`src/shared/tdt_pkg.sv`:
```
// constants shared by the down-count timer and its pwm stage
package tdt_pkg;
  localparam int CNT_W = 10;
  localparam int DAT_W = 8;
  localparam int ADR_W = 4;
  localparam int PS_W = 8;

  // --------------------------------------------------------------
  // register offsets
  // --------------------------------------------------------------
  localparam logic [ADR_W-1:0] ADR_CNT_LOW = 4'h0;
  localparam logic [ADR_W-1:0] ADR_CTRL_ONE = 4'h1;
  localparam logic [ADR_W-1:0] ADR_CTRL_TWO = 4'h2;
  localparam logic [ADR_W-1:0] ADR_DUTY_LOW = 4'h3;
  localparam logic [ADR_W-1:0] ADR_HIGH_BITS = 4'h8;
  localparam logic [ADR_W-1:0] ADR_IRQ_STAT = 4'h9;
  localparam logic [ADR_W-1:0] ADR_IRQ_CLR = 4'ha;
  localparam logic [ADR_W-1:0] ADR_IRQ_EN = 4'hb;

  // --------------------------------------------------------------
  // field positions
  // --------------------------------------------------------------
  localparam int C1_EN = 0;
  localparam int C1_RELOAD = 1;
  localparam int C1_ONESHOT = 2;
  localparam int C1_POL = 6;
  localparam int C1_PIN_EN = 7;
  localparam int C2_RATE = 0;
  localparam int C2_PSDIS = 3;
  localparam int C2_EDGE = 4;
  localparam int C2_SRC = 5;
  localparam int HB_DUTY = 0;
  localparam int HB_CNT = 2;
  localparam int HB_RELOAD = 4;
  localparam int HB_HOSC = 6;
  localparam int IRQ_UNDER = 0;

  // --------------------------------------------------------------
  // reset values and masks
  // --------------------------------------------------------------
  localparam logic [DAT_W-1:0] CTRL_ONE_RST = 8'h00;
  localparam logic [DAT_W-1:0] CTRL_TWO_RST = 8'h3f;
  localparam logic [DAT_W-1:0] CTRL_ONE_MASK = 8'hc7;
  localparam logic [DAT_W-1:0] CTRL_TWO_MASK = 8'h3f;
  localparam logic [DAT_W-1:0] ZERO_BYTE = 8'h00;
  localparam logic [CNT_W-1:0] COUNT_ALL_ONES = 10'h3ff;
  localparam logic [CNT_W-1:0] COUNT_ZERO = 10'h000;
  localparam logic [PS_W-1:0] PS_ZERO = 8'h00;
endpackage : tdt_pkg

```
`src/shared/tdt_if.sv`:
```
// carrier between the timer core, its prescaler and its pwm stage
`timescale 1ns/1ns
`default_nettype none
interface tdt_if;
  import tdt_pkg::*;
  logic tick_raw;
  logic bypass;
  logic [2:0] rate;
  logic tick_out;
  logic [CNT_W-1:0] count;
  logic [CNT_W-1:0] duty;
  logic polarity;
  logic pwm_level;
  modport ps (input tick_raw, bypass, rate, output tick_out);
  modport pw (input count, duty, polarity, output pwm_level);
  modport core (output tick_raw, bypass, rate, count, duty, polarity,
                input tick_out, pwm_level);
endinterface : tdt_if
`default_nettype wire

```
`src/hw/tdt_prescaler.sv`:
```
// power-of-two prescaler in front of the timer count
`timescale 1ns/1ns
`default_nettype none
module tdt_prescaler import tdt_pkg::*; (
  input wire logic mclk_in,
  input wire logic nrst_in,
  tdt_if.ps bus
);
  typedef struct packed {
    logic [PS_W-1:0] cnt;
    logic tick;
  } tdt_ps_type;
  tdt_ps_type st_q, st_d;

  function automatic logic [PS_W-1:0] rate_mask(input logic [2:0] r);
    rate_mask = PS_W'((9'h002 << r) - 9'h001);
  endfunction : rate_mask

  always_comb begin
    st_d = st_q;
    st_d.tick = 1'b0;
    if (bus.bypass) begin
      st_d.tick = bus.tick_raw;
      st_d.cnt = PS_ZERO;
    end else if (bus.tick_raw) begin
      st_d.tick = (st_q.cnt & rate_mask(bus.rate)) == rate_mask(bus.rate);
      st_d.cnt = st_q.cnt + 8'h01;
    end
  end

  always_ff @(posedge mclk_in or negedge nrst_in) begin
    if (!nrst_in) st_q <= '0;
    else st_q <= st_d;
  end

  assign bus.tick_out = st_q.tick;
endmodule : tdt_prescaler
`default_nettype wire

```
`src/hw/tdt_pwm.sv`:
```
// pwm level from the running count and the duty value
`timescale 1ns/1ns
`default_nettype none
module tdt_pwm import tdt_pkg::*; (
  input wire logic mclk_in,
  input wire logic nrst_in,
  tdt_if.pw bus
);
  typedef struct packed {
    logic level;
  } tdt_pw_type;
  tdt_pw_type st_q, st_d;

  always_comb begin
    st_d = st_q;
    // frame from the count's reload or all-ones wrap, width from duty
    st_d.level = (bus.count < bus.duty) ^ bus.polarity;
  end

  always_ff @(posedge mclk_in or negedge nrst_in) begin
    if (!nrst_in) st_q <= '0;
    else st_q <= st_d;
  end

  assign bus.pwm_level = st_q.level;
endmodule : tdt_pwm
`default_nettype wire

```
`src/hw/tdt_top.sv`:
```
// ten-bit down-count timer with prescaler, pwm and underflow interrupt
//
// The plain strobed port was left to the implementer.
`timescale 1ns/1ns
`default_nettype none
module tdt_top import tdt_pkg::*; (
  input wire logic mclk_in,
  input wire logic nrst_in,
  input wire logic [ADR_W-1:0] addr_in,
  input wire logic [DAT_W-1:0] wdata_in,
  input wire logic wr_in,
  input wire logic rd_in,
  output logic [DAT_W-1:0] rdata_out,
  input wire logic ext_clock_pin_in,
  input wire logic hosc_tick_in,
  input wire logic gpio_b3_out_in,
  input wire logic gpio_b3_oe_in,
  input wire logic gpio_b4_out_in,
  input wire logic gpio_b4_oe_in,
  output logic port_b_pin_three_out,
  output logic port_b_pin_three_oe_out,
  output logic port_b_pin_four_out,
  output logic port_b_pin_four_oe_out,
  output logic irq_out
);

  // --------------------------------------------------------------
  // state
  // --------------------------------------------------------------
  typedef struct packed {
    logic [CNT_W-1:0] count;
    logic [DAT_W-1:0] reload_low;
    logic [1:0] reload_high;
    logic [DAT_W-1:0] duty_low;
    logic [1:0] duty_high;
    logic hosc_sel;
    logic [DAT_W-1:0] ctrl_one;
    logic [DAT_W-1:0] ctrl_two;
    logic stopped;
    logic irq_stat;
    logic irq_en;
    logic [DAT_W-1:0] rdata;
    logic ext_sync1;
    logic ext_sync2;
    logic ext_prev;
  } tdt_st_type;

  tdt_st_type st_q, st_d;
  tdt_if link ();

  logic count_enable;
  logic reload_select;
  logic one_shot_select;
  logic pwm_polarity;
  logic pwm_pin_enable;
  logic [2:0] prescale_rate;
  logic prescale_disable_n;
  logic ext_edge_select;
  logic clock_source_select;
  logic [CNT_W-1:0] reload_value;
  logic ext_edge;
  logic count_tick;
  logic underflow;
  logic wr_count;

  function automatic logic sel(input logic [ADR_W-1:0] a,
                               input logic [ADR_W-1:0] b);
    sel = (a == b);
  endfunction : sel

  // --------------------------------------------------------------
  // control fields
  // --------------------------------------------------------------
  assign count_enable = st_q.ctrl_one[C1_EN];
  assign reload_select = st_q.ctrl_one[C1_RELOAD];
  assign one_shot_select = st_q.ctrl_one[C1_ONESHOT];
  assign pwm_polarity = st_q.ctrl_one[C1_POL];
  assign pwm_pin_enable = st_q.ctrl_one[C1_PIN_EN];
  assign prescale_rate = st_q.ctrl_two[C2_RATE +: 3];
  assign prescale_disable_n = st_q.ctrl_two[C2_PSDIS];
  assign ext_edge_select = st_q.ctrl_two[C2_EDGE];
  assign clock_source_select = st_q.ctrl_two[C2_SRC];
  assign reload_value = {st_q.reload_high, st_q.reload_low};
  assign wr_count = wr_in && sel(addr_in, ADR_CNT_LOW);

  // --------------------------------------------------------------
  // timer clock path
  // --------------------------------------------------------------
  // edge select picks falling or rising
  assign ext_edge = ext_edge_select ? (st_q.ext_prev && !st_q.ext_sync2)
                                    : (!st_q.ext_prev && st_q.ext_sync2);

  always_comb begin
    if (clock_source_select) link.tick_raw = ext_edge;
    // the high oscillator arrives as a tick already on mclk
    else if (st_q.hosc_sel) link.tick_raw = hosc_tick_in;
    else link.tick_raw = 1'b1;
  end

  assign link.bypass = prescale_disable_n;
  assign link.rate = prescale_rate;
  // high oscillator relies on firmware setting bypass
  // a rate change while enabled may give a stray tick

  tdt_prescaler u_presc (
    .mclk_in (mclk_in),
    .nrst_in (nrst_in),
    .bus (link.ps)
  );

  assign count_tick = link.tick_out && count_enable && !st_q.stopped;
  assign underflow = count_tick && st_q.count == COUNT_ZERO;

  // --------------------------------------------------------------
  // pwm
  // --------------------------------------------------------------
  assign link.count = st_q.count;
  // duty from high bits and duty byte
  assign link.duty = {st_q.duty_high, st_q.duty_low};
  assign link.polarity = pwm_polarity;

  tdt_pwm u_pwm (
    .mclk_in (mclk_in),
    .nrst_in (nrst_in),
    .bus (link.pw)
  );

  // pwm takes over both port b pins
  always_comb begin
    if (pwm_pin_enable) begin
      port_b_pin_three_out = link.pwm_level;
      port_b_pin_three_oe_out = 1'b1;
      port_b_pin_four_out = link.pwm_level;
      port_b_pin_four_oe_out = 1'b1;
    end else begin
      port_b_pin_three_out = gpio_b3_out_in;
      port_b_pin_three_oe_out = gpio_b3_oe_in;
      port_b_pin_four_out = gpio_b4_out_in;
      port_b_pin_four_oe_out = gpio_b4_oe_in;
    end
  end

  // --------------------------------------------------------------
  // next state
  // --------------------------------------------------------------
  always_comb begin
    st_d = st_q;
    st_d.rdata = ZERO_BYTE;
    st_d.ext_sync1 = ext_clock_pin_in;
    st_d.ext_sync2 = st_q.ext_sync1;
    st_d.ext_prev = st_q.ext_sync2;

    // down-count and underflow handling
    if (count_tick) begin
      if (st_q.count != COUNT_ZERO) begin
        st_d.count = st_q.count - 10'h001;
      end else if (one_shot_select) begin
        st_d.stopped = 1'b1;
      end else if (reload_select) begin
        st_d.count = reload_value;
      end else begin
        st_d.count = COUNT_ALL_ONES;
      end
    end

    // register writes
    if (wr_in) begin
      unique case (addr_in)
        ADR_CNT_LOW: begin
          st_d.reload_low = wdata_in;
          st_d.count = {st_q.reload_high, wdata_in};
          st_d.stopped = 1'b0;
        end
        ADR_CTRL_ONE: st_d.ctrl_one = wdata_in & CTRL_ONE_MASK;
        ADR_CTRL_TWO: st_d.ctrl_two = wdata_in & CTRL_TWO_MASK;
        ADR_DUTY_LOW: st_d.duty_low = wdata_in;
        ADR_HIGH_BITS: begin
          st_d.duty_high = wdata_in[HB_DUTY +: 2];
          st_d.reload_high = wdata_in[HB_RELOAD +: 2];
          st_d.hosc_sel = wdata_in[HB_HOSC];
        end
        ADR_IRQ_CLR: begin
          if (wdata_in[IRQ_UNDER]) st_d.irq_stat = 1'b0;
        end
        ADR_IRQ_EN: st_d.irq_en = wdata_in[IRQ_UNDER];
        default: ;
      endcase
    end

    // underflow sets the flag, set beats clear
    if (underflow) st_d.irq_stat = 1'b1;

    // register reads, data in the following cycle
    if (rd_in) begin
      unique case (addr_in)
        ADR_CNT_LOW: st_d.rdata = st_q.count[DAT_W-1:0];
        ADR_CTRL_ONE: st_d.rdata = st_q.ctrl_one;
        ADR_CTRL_TWO: st_d.rdata = st_q.ctrl_two;
        ADR_DUTY_LOW: st_d.rdata = st_q.duty_low;
        ADR_HIGH_BITS: begin
          st_d.rdata[HB_DUTY +: 2] = st_q.duty_high;
          st_d.rdata[HB_CNT +: 2] = st_q.count[CNT_W-1 -: 2];
          st_d.rdata[HB_RELOAD +: 2] = st_q.reload_high;
          st_d.rdata[HB_HOSC] = st_q.hosc_sel;
        end
        ADR_IRQ_STAT: st_d.rdata[IRQ_UNDER] = st_q.irq_stat;
        ADR_IRQ_EN: st_d.rdata[IRQ_UNDER] = st_q.irq_en;
        default: st_d.rdata = ZERO_BYTE;
      endcase
    end
  end

  // --------------------------------------------------------------
  // registers
  // --------------------------------------------------------------
  always_ff @(posedge mclk_in or negedge nrst_in) begin
    if (!nrst_in) begin
      st_q <= '0;
      st_q.ctrl_one <= CTRL_ONE_RST;
      st_q.ctrl_two <= CTRL_TWO_RST;
    end else begin
      st_q <= st_d;
    end
  end

  assign rdata_out = st_q.rdata;
  assign irq_out = st_q.irq_stat && st_q.irq_en;
endmodule : tdt_top
`default_nettype wire

```
`config.mk`:
```
export PLATFORM = sky130hd
export DESIGN_NAME = tdt_top
export DESIGN_NICKNAME = d
export VERILOG_FILES = /design/src/shared/tdt_pkg.sv /design/src/shared/tdt_if.sv /design/src/hw/tdt_prescaler.sv /design/src/hw/tdt_pwm.sv /design/src/hw/tdt_top.sv
export SDC_FILE = /design/constraint.sdc
export NUM_CORES = 1
export LEC_CHECK = 0
export BUFFER_PORTS_ARGS = -buffer_cell sky130_fd_sc_hd__buf_2
export CORE_ASPECT_RATIO = 1.1
export CORE_MARGIN = 1.5
export CORE_UTILIZATION = 55
export CTS_BUF_LIST = sky130_fd_sc_hd__clkbuf_16
export DETAILED_ROUTE_END_ITERATION = 8
export GPL_ROUTABILITY_DRIVEN = 0
export PLACE_DENSITY_LB_ADDON = 0.08
export RECOVER_POWER = 25
export SLEW_MARGIN = 30
export SYNTH_ARGS = -nofsm -noshare
export SYNTH_HDL_FRONTEND = slang
export SYNTH_SLANG_ARGS = --single-unit
```
`constraint.sdc`:
```
create_clock -name mclk_in -period 2.51 [get_ports mclk_in]
set_input_delay 0.251 -clock mclk_in [delete_from_list [all_inputs] [get_ports mclk_in]]
set_output_delay 0.251 -clock mclk_in [all_outputs]
set_load 0.05 [all_outputs]
```
# Yosys cells after proc, flatten, opt, wreduce, memory -nomap -nowiden
# Index checks and enable logic that the tools add are counted.
# totals
reg_bits	66
# classes
mux	32
shift	1
magnitude_cmp	1
bitwise_logic	2
reduce_logical	23
n_addsub	3
n_eq_ne	8
# ops
operator	count
$mux W50	1
$mux W10	4
$pmux W6 S5	1
$mux W8	3
$mux W18	1
$mux W9	2
$eq A4 B4 Y1 const B	4
$mux W1	15
$reduce_and A2 Y1	6
$logic_not A10 Y1	1
$lt A10 B10 Y1	1
$reduce_bool A10 Y1	1
$sub A10 B1 Y10 const B	1
$add A8 B1 Y8 const B	1
$and A8 B8 Y8	1
$eq A4 B2 Y1 const B	2
$eq A8 B8 Y1	1
$reduce_bool A2 Y1	4
$shl A2 B3 Y8 const A	1
$sub A8 B1 Y8 const B	1
$pmux W1 S7	1
$logic_and A1 B1 Y1	6
$mux W6	1
$eq A4 B1 Y1 const B	1
other kinds (7)	9

# Depth between registers and ports, before layout
# Gate-level depths: netlist of the first run.
# logic_depth
depth_word	7
mapped_depth	8

# Cells and area by module
# Synthesis of the first run repeated with hierarchy kept, for this count alone.
# unflattened
hier_cells	368
area_unflattened_um2	3667.3
# by_module_without_submodules
mod	seq_area_each_um2	cells_each	instances	area_per_inst_um2
tdt_top	1408.9	277	1	2856.5
tdt_prescaler	225.2	58	1	535.5
tdt_pwm	25.0	33	1	275.3

# Worst setup path before layout of the first run
# Ideal clock, no wire load.
# synth_path
kind	flip-flop to flip-flop
from	register st_q, in the netlist link.count[0]
to	register st_q, in the netlist link.count[7]
required_time_ns	2.389
arrival_ns	1.686
path_buffers	0
path_slack_ns	0.703
setup_time_ns	0.121
period_less_slack_ns	1.807
path_stages_with_launch	8
cell_sequence	dfrtp_1 -> inv_1 -> ha_1 -> or3b_4 -> nor2_4 -> mux2_2 -> a21oi_1 -> o21ai_1
# synth_rtl
item	line	source
from (decl)	tdt_top.sv:48	tdt_st_type st_q, st_d;
from (signal assigned)	tdt_top.sv:222	st_q <= st_d;

==> results.txt, run 1 <==
----------------------------------------------------
[Status]
  Result of the run ... finished, violations left
  Violated checks ... max-capacitance violations, max-slew violations

[Floorplan]
  Rows ... 31
  Starting density of the core ... 56.97%
  Die span in y ... 89.93 um
  X dimension of the die ... 82.03 um
  Number of I/O pins ... 35
  Overall die area ... 7377 um2
  Area of the core region ... 6633 um2

[Yosys]
  Area leader, netlist ... sky130_fd_sc_hd__dfrtp_1
  Count of flip-flops with a built-in enable after synthesis ... 0
  Syn_nets ... 427
  Portion of synthesized cell area occupied by the leading cell type ... 39.74%
  Summed instance area of the synthesized netlist ... 3779 um2
  Post-synthesis async set-or-reset flop share ... 100.0%
  Register bit total from synthesis ... 66
  Cell variety after synth ... 64
  Top_reg_cell synth ... sky130_fd_sc_hd__dfrtp_1
  Count of warnings emitted by yosys ... 0
  Synth area leaders ... sky130_fd_sc_hd__dfrtp_1 (40%), sky130_fd_sc_hd__mux2_2 (8.0%), sky130_fd_sc_hd__nand2_1 (5.0%)
  Synthesized netlist cell count ... 392
  Fraction of the yosys area taken by sequential cells ... 43.91%
  Mean Syn Cell Area ... 9.639 um2

[STA]
  Worst slew margin relative to its limit ... -6.856%
  Final Skew ... 0.004082 ns
  FMAX ... 453.9 MHz
  Transition at the pin with the smallest max-transition slack ... 1.603 ns
  Final hold slack ... 0.02028 ns
  Setup repair after global routing missed its margin ... no
  Pins over their slew limit ... 67
  Part of the cycle the worst path needs ... 87.78%
  Time the worst path needs with I/O delays and setup ... 2.203 ns
  Final-report hold violation count ... 0
  Number of endpoints failing setup at the final stage ... 0
  TNS Setup ... 0 ns

[CTS]
  Clock buffer depth ... 2
  Number of gates given a new drive strength after cts ... 0
  Maximum level of the CTS H-tree ... 3
  Clock sink count ... 66
  CTS clk-pin slew, worst paths ... 0.06 ns
  Latest clock arrival within the worst-skew pair ... 0.34 ns
  Num CTS Buffers ... 9
  TritonCTS clock tree ... built
  Clock Root Buffer ... sky130_fd_sc_hd__clkbuf_16
  Number of buffers inserted by post-CTS setup repair ... 0

[Global route]
  Leftover overflow at the end of global routing ... 0
  Initial antenna violation count ... 0
  Via count of the first global-routing pass ... 2919
  Global-route total usage across every layer ... 27.41%
  Global-route wire length before repair ... 14.99 mm
  Maximum number of pins on one net before global-route repair ... 67

[Cells and area]
  Number of standard cells in the final layout excluding fillers ... 504
  Share of layout cells above drive strength 1 ... 23.46%
  Most common cell after layout, fill and taps aside ... sky130_fd_sc_hd__dfrtp_1
  Net count of the finished layout ... 452
  Area growth, synth to finish ... 13.94%
  Finished layout cell area ... 4305 um2
  Commonest cells after routing, fill and taps aside ... sky130_fd_sc_hd__dfrtp_1 (60), sky130_fd_sc_hd__nand2_1 (50), sky130_fd_sc_hd__buf_2 (34)
  Ant diodes ... 0

[Worst hold path]
  Class of the tightest hold or removal check ... input port to flip-flop

[Route]
  Via density per instance ... 6.105
  Detailed-route wire length ... 9.234 mm
  Drt drc ... 0
  Final routed wire length divided by cell count ... 18.32 um
  Remaining antenna violation count ... 0
  1st-iter DRT viols ... 348
  Via count of the routed design ... 3077
  Number of iterations in the first detailed-routing pass ... 5

[Setup path]
  Worst setup path category ... flip-flop to flip-flop
  Nature of the critical path startpoint ... flip-flop
  Buffering stage count on the worst path with inverters included ... 1
  Setup crit end kind ... flip-flop
  Largest driver fanout on the critical path ... 10
  CP cell instances ... inv_1, ha_1, nor3b_1, and3_1, nor3_1, a211oi_1, a21oi_1
  CP Data Arrival Time ... 2.40 ns
  Crit-path leading delay family ... simple AND/OR/NAND/NOR gates
  Crit path required time ... 2.70 ns
  Cell with the largest stage delay on the worst path ... sky130_fd_sc_hd__and3_1
  Worst stage delay on the critical path ... 0.49 ns

[Power]
  Switching component of the power ... 0.001520 W
  Part of the total power dissipated in sequential elements ... 37.3%
  Power density cells ... 1030 nW/um2
  Worst-case vdd ir drop ... 542.5 uV
  Internal power ... 0.002916 W
  Net switching fraction of the power ... 34.27%
  Combinational fraction of design power ... 27.5%
  Clock network power share ... 35.2%
  Static leakage ... 1.935 nW

[Place]
  Input/output buffers ... 34
  Total cell area at the placement stage ... 3944 um2
  Cell count after placement ... 487
  Final HPWL from detailed placement ... 6.431 mm

[Flow run]
  Max-Cap Viols ... 1

----------------------------------------------------
[worst reg2reg max path: stages, from the launching register on]
cell and delay (ns):
sky130_fd_sc_hd__dfrtp_1 0.44, sky130_fd_sc_hd__inv_1 0.16, sky130_fd_sc_hd__ha_1 0.18, sky130_fd_sc_hd__nor3b_1 0.34, sky130_fd_sc_hd__and3_1 0.49, sky130_fd_sc_hd__nor3_1 0.10
sky130_fd_sc_hd__a211oi_1 0.24, sky130_fd_sc_hd__a21oi_1 0.10
[power groups by stage]
stage | Clock [W] | Sequential [W] | Combinational [W]
floorplan | 0 | 0.00151 | 0.000986
global placement | 0 | 0.00165 | 0.00117
detailed placement | 0 | 0.00166 | 0.00120
CTS | 0.00157 | 0.00164 | 0.00122
global route | 0.00163 | 0.00169 | 0.00135
finish | 0.00156 | 0.00165 | 0.00122
[layer usage]
layer | global-route usage [%] | vias to the layer above | share of wire (%)
met5 | 0 | - | 0
met4 | 11.72 | 0 | 1.9
met3 | 6.193 | 20 | 7.5
met2 | 40.44 | 140 | 46
met1 | 38.30 | 1468 | 44
li1 | - | 1449 | -
[sequential cells by signal, indices dropped and copies added, names as in the netlist]
| signal | flops |
|---|---|
| st_q | 5 |
| count_enable | 1 |
| one_shot_select | 1 |
| clock_source_select | 1 |
| reload_select | 1 |
| u_presc.st_q | 8 |
| u_pwm.bus.pwm_level | 1 |
| link.duty | 10 |
| u_presc.bus.tick_out | 1 |
| link.polarity | 1 |
| rdata_out | 8 |
| link.bypass | 1 |
| pwm_pin_enable | 1 |
| st_d | 2 |
| ext_edge_select | 1 |
| link.count | 10 |
| link.rate | 3 |
| reload_value | 10 |
[cell type report]
cell class	count	area (um2)
repair buffers	39	207.7
well taps	82	102.6
flip-flops and latches	66	1659
fillers	513	2327
inverters	20	75.07
clock inverters	7	141.4
multi-input cells	281	1894
clock buffers	9	225.2
[through the flow]
stage / total power (W) / utilization, % / worst slack [ns]
final: 0.004436 / 64.91 / 0.3067
after global routing: 0.004666 / 64.91 / 0.2238
after CTS: 0.004425 / 65.14 / 0.4009
after detailed placement: 0.002857 / 59.46 / 0.4787
after global placement: 0.002817 / 59.46 / 0.5665
after floorplan: 0.002500 / - / 0.7033
[final timing paths]
path	from	to	slack, ns	cells after the start
max	link.count[0]	link.count[4]	0.31	7
min	ext_clock_pin_in	st_d[1]	0.02	1
max reg2reg	link.count[0]	link.count[4]	0.31	7
min reg2reg	st_d[1]	st_d[0]	0.36	0
max in group asynchronous	nrst_in	st_q[0]	0.62	3
min in group asynchronous	nrst_in	rdata_out[6]	0.94	3
[cells in the mapped netlist, types with 6 or more instances]
| master | n |
|---|---|
| sky130_fd_sc_hd__inv_1 | 20 |
| sky130_fd_sc_hd__xor2_1 | 8 |
| sky130_fd_sc_hd__nor3_1 | 7 |
| sky130_fd_sc_hd__a21oi_1 | 14 |
| sky130_fd_sc_hd__nor2_1 | 30 |
| sky130_fd_sc_hd__a31oi_1 | 7 |
| sky130_fd_sc_hd__o21ai_0 | 23 |
| sky130_fd_sc_hd__ha_1 | 13 |
| sky130_fd_sc_hd__nand3_1 | 8 |
| sky130_fd_sc_hd__nor2b_1 | 6 |
| sky130_fd_sc_hd__mux2_2 | 27 |
| sky130_fd_sc_hd__dfrtp_1 | 60 |
| sky130_fd_sc_hd__buf_4 | 10 |
| sky130_fd_sc_hd__buf_2 | 9 |
| sky130_fd_sc_hd__dfstp_2 | 6 |
| sky130_fd_sc_hd__nand2_1 | 50 |
[timing repair]
action | CTS | global route
endpoints found under the hold margin | 60 | 0
setup endpoints to repair | 0 | 0
hold buffers | 1 | 0
[cell families (layout without fill, tap and decap cells)]
kind of cell,after synthesis,in the layout,share of synthesized area [%]
adders and majority gates,13,13,4.305
and+or+nand+nor,136,136,18.21
buffers and inverters,45,75,5.960
xor gates and xnor gates,10,10,2.318
AOI/OAI and AO/OA,91,91,16.19
muxes,31,31,9.106
DFF,66,66,43.91
No activity file was read; power rests on OpenSTA's default activity.
==> inputs of run 2 (changes only) <==
--- a/config.mk
+++ b/config.mk
@@ -5,11 +5,12 @@
 export SDC_FILE = /design/constraint.sdc
 export NUM_CORES = 1
 export LEC_CHECK = 0
+export ABC_AREA = 1
 export BUFFER_PORTS_ARGS = -buffer_cell sky130_fd_sc_hd__buf_2
-export CORE_ASPECT_RATIO = 1.1
+export CORE_ASPECT_RATIO = 0.9
 export CORE_MARGIN = 1.5
 export CORE_UTILIZATION = 55
-export CTS_BUF_LIST = sky130_fd_sc_hd__clkbuf_16
+export CTS_BUF_LIST = sky130_fd_sc_hd__clkbuf_4 sky130_fd_sc_hd__clkbuf_8
 export DETAILED_ROUTE_END_ITERATION = 8
 export GPL_ROUTABILITY_DRIVEN = 0
 export PLACE_DENSITY_LB_ADDON = 0.08
==> results.txt, run 2 <==
----------------------------------------------------
[CTS]
  Clock buffer depth ... 2
  TritonCTS clock tree ... built
  Num CTS Buffers ... 9
  Number of buffers inserted by post-CTS setup repair ... 0
  Clock Root Buffer ... sky130_fd_sc_hd__clkbuf_8
  Clock sink count ... 66
  Number of gates given a new drive strength after cts ... 0
  CTS clk-pin slew, worst paths ... 0.08 ns
  Hold bufs inserted after CTS ... 2
  Latest clock arrival within the worst-skew pair ... 0.35 ns
  Maximum level of the CTS H-tree ... 3

[Route]
  Detailed-route wire length ... 9.774 mm
  Final routed wire length divided by cell count ... 14.79 um
  Via density per instance ... 5.380
  Via count of the routed design ... 3556
  1st-iter DRT viols ... 308
  Number of iterations in the first detailed-routing pass ... 7
  Remaining antenna violation count ... 0
  Drt drc ... 0

[Yosys]
  Portion of synthesized cell area occupied by the leading cell type ... 38.25%
  Leading cell type by number of instances after synthesis ... sky130_fd_sc_hd__nand2_1
  Dominant combinational cell family by area after synthesis ... simple AND/OR/NAND/NOR gates
  Count of flip-flops with a built-in enable after synthesis ... 0
  Post-synthesis async set-or-reset flop share ... 100.0%
  Fraction of the yosys area taken by sequential cells ... 42.27%
  Top post-synthesis cells by count ... sky130_fd_sc_hd__nand2_1 (143), sky130_fd_sc_hd__inv_1 (64), sky130_fd_sc_hd__dfrtp_1 (60)
  Syn_nets ... 565
  XOR/XNOR Fraction of Synth Area ... 0.8926%
  Simple-gate portion of the synthesized area ... 29.71%
  Synth Area in Adders ... 4.144%
  Compound-Gate Fraction of Synth Area ... 12.56%
  Summed instance area of the synthesized netlist ... 3925 um2
  Top_reg_cell synth ... sky130_fd_sc_hd__dfrtp_1
  Cell variety after synth ... 35
  Synthesized netlist cell count ... 530
  Register bit total from synthesis ... 66
  Mean Syn Cell Area ... 7.406 um2
  Area leader, netlist ... sky130_fd_sc_hd__dfrtp_1
  Synth area leaders ... sky130_fd_sc_hd__dfrtp_1 (38%), sky130_fd_sc_hd__nand2_1 (14%), sky130_fd_sc_hd__inv_1 (6.1%)
  Mux contribution to synthesized area ... 0%
  Count of warnings emitted by yosys ... 0

[Power]
  Part of the total power dissipated in sequential elements ... 39.5%
  Sum of internal, switching and leakage power ... 0.004146 W
  Combinational fraction of design power ... 36.1%
  Switching component of the power ... 0.001715 W
  Net switching fraction of the power ... 41.36%
  Clock network power share ... 24.4%
  Internal power ... 0.002431 W
  Static leakage ... 2.236 nW
  Power density cells ... 953.2 nW/um2
  Worst-case vdd ir drop ... 647.4 uV

[Floorplan]
  Area of the core region ... 6967 um2
  Die span in y ... 83.14 um
  X dimension of the die ... 92.05 um
  Rows ... 29
  Overall die area ... 7653 um2
  Number of I/O pins ... 35
  Starting density of the core ... 56.34%

[Worst hold path]
  Class of the tightest hold or removal check ... input port to flip-flop

[STA]
  Number of endpoints failing setup at the final stage ... 0
  Transition at the pin with the smallest max-transition slack ... 1.500 ns
  Worst slew margin relative to its limit ... 0.02582%
  Final-report hold violation count ... 0
  Final setup margin ... 0.7721 ns
  Setup repair after global routing missed its margin ... no
  Time the worst path needs with I/O delays and setup ... 1.738 ns
  Final Skew ... 0.007149 ns
  Part of the cycle the worst path needs ... 69.24%
  TNS Setup ... 0 ns
  Pins over their slew limit ... 0
  FMAX ... 575.4 MHz

[Cells and area]
  Commonest cells after routing, fill and taps aside ... sky130_fd_sc_hd__nand2_1 (143), sky130_fd_sc_hd__inv_1 (64), sky130_fd_sc_hd__dfrtp_1 (60)
  Number of fillers in the final layout ... 645
  Ant diodes ... 0
  Share of layout cells above drive strength 1 ... 15.67%
  Net count of the finished layout ... 598
  Finished layout cell area ... 4349 um2
  Area growth, synth to finish ... 10.81%
  Most common cell after layout, fill and taps aside ... sky130_fd_sc_hd__nand2_1

[Setup path]
  Buffering stage count on the worst path with inverters included ... 3
  Crit-path leading delay family ... buffers and inverters
  CP Data Arrival Time ... 2.21 ns
  Nature of the critical path startpoint ... input port
  Worst setup path category ... input port to asynchronous set/reset pin
  Crit path required time ... 2.98 ns
  Setup crit end kind ... asynchronous set/reset pin
  CP cell instances ... dlygate4sd3_1, clkbuf_1, buf_12
  Largest driver fanout on the critical path ... 40
  Cell with the largest stage delay on the worst path ... sky130_fd_sc_hd__clkbuf_1
  Worst stage delay on the critical path ... 1.08 ns

[Flow run]
  Max-Cap Viols ... 1

[Global route]
  Maximum number of pins on one net before global-route repair ... 41
  Global-route wire length before repair ... 16.58 mm
  Initial antenna violation count ... 0
  Leftover overflow at the end of global routing ... 0
  Global-route total usage across every layer ... 28.15%
  Via count of the first global-routing pass ... 3372

[Place]
  Input/output buffers ... 34
  Total cell area at the placement stage ... 4123 um2
  Final HPWL from detailed placement ... 7.344 mm
  Worst slack at placement ... 0.8709 ns

[Status]
  Result of the run ... finished, violations left
  Violated checks ... max-capacitance violations

----------------------------------------------------
-- run 2: cell count changes after synthesis, sizes merged, moves of 4 or more --
cell	previous run	this run
nor2	32	57
xor2	8	4
a31oi	8	0
inv	20	76
mux2	27	0
nand3	9	37
o21ai	26	56
nand2	50	150
mux2i	4	0
o22ai	4	13
buf	22	14
nor2b	6	0
-- run 2: cell type report --
cell class | count | area, um2 | area share, %
clock buffers | 10 | 131.4 | 3.021
clock inverters | 6 | 91.34 | 2.100
inverters | 78 | 292.8 | 6.732
multi-input cells | 370 | 1842 | 42.35
flip-flops and latches | 66 | 1659 | 38.15
well taps | 93 | 116.4 | 2.675
repair buffers | 38 | 216.5 | 4.977
-- run 2: cell families after synthesis --
| kind of cell | count (synthesis) |
|---|---|
| compound gates | 89 |
| fa+ha+maj | 13 |
| flops | 66 |
| simple gates | 264 |
| xor+xnor | 4 |
| buf+inv | 94 |
-- run 2: path summary, 6_finish.rpt --
| check | slack [ns] | start | endpoint | depth (start not counted) |
|---|---|---|---|---|
| setup / recovery | 0.77 | nrst_in | link.rate[1] | 3 |
| hold / removal | 0.13 | wdata_in[5] | reload_value[5] | 3 |
| setup reg to reg | 0.84 | link.count[0] | link.count[4] | 11 |
| hold reg to reg | 0.36 | st_d[1] | st_d[0] | 0 |
| max in group mclk_in | 0.84 | link.count[0] | link.count[4] | 11 |
| min in group asynchronous | 0.78 | nrst_in | reload_value[7] | 2 |
-- run 2: layer usage --
metal | wire length (um) | vias to the layer above | track usage, %
met4 | 204 | 0 | 8.671
li1 | - | 1760 | -
met5 | 0 | - | 0
met2 | 4426 | 127 | 43.30
met3 | 684 | 22 | 5.952
met1 | 4459 | 1647 | 39.95
-- run 2: metrics by stage --
step | util [%] | hold slack, ns | instances
floorplan | - | -0.04459 | 530
global placement | 59.18 | 0.2952 | 643
detailed placement | 59.18 | 0.3088 | 643
CTS | 62.66 | 0.1187 | 661
global route | 62.43 | 0.1423 | 661
finish | 62.43 | 0.1288 | 661
-- run 2: worst reg2reg max path, stage by stage, from the launching register on --
cell	delay, ns
sky130_fd_sc_hd__dfrtp_1	0.37
sky130_fd_sc_hd__clkinv_1	0.15
sky130_fd_sc_hd__ha_1	0.17
sky130_fd_sc_hd__inv_1	0.05
sky130_fd_sc_hd__nor2_1	0.12
sky130_fd_sc_hd__nand3_1	0.16
sky130_fd_sc_hd__nor2_4	0.21
sky130_fd_sc_hd__nand2_1	0.08
sky130_fd_sc_hd__nand3_1	0.08
sky130_fd_sc_hd__nand2_1	0.06
sky130_fd_sc_hd__nand2_1	0.06
sky130_fd_sc_hd__nand2_1	0.06
-- run 2: power groups by stage --
stage | clock network, W | registers, W | logic (W)
floorplan | 0 | 0.00153 | 0.00119
global placement | 0 | 0.00164 | 0.00144
detailed placement | 0 | 0.00164 | 0.00147
CTS | 0.00104 | 0.00163 | 0.00149
global route | 0.00107 | 0.00167 | 0.00172
finish | 0.00101 | 0.00164 | 0.00150
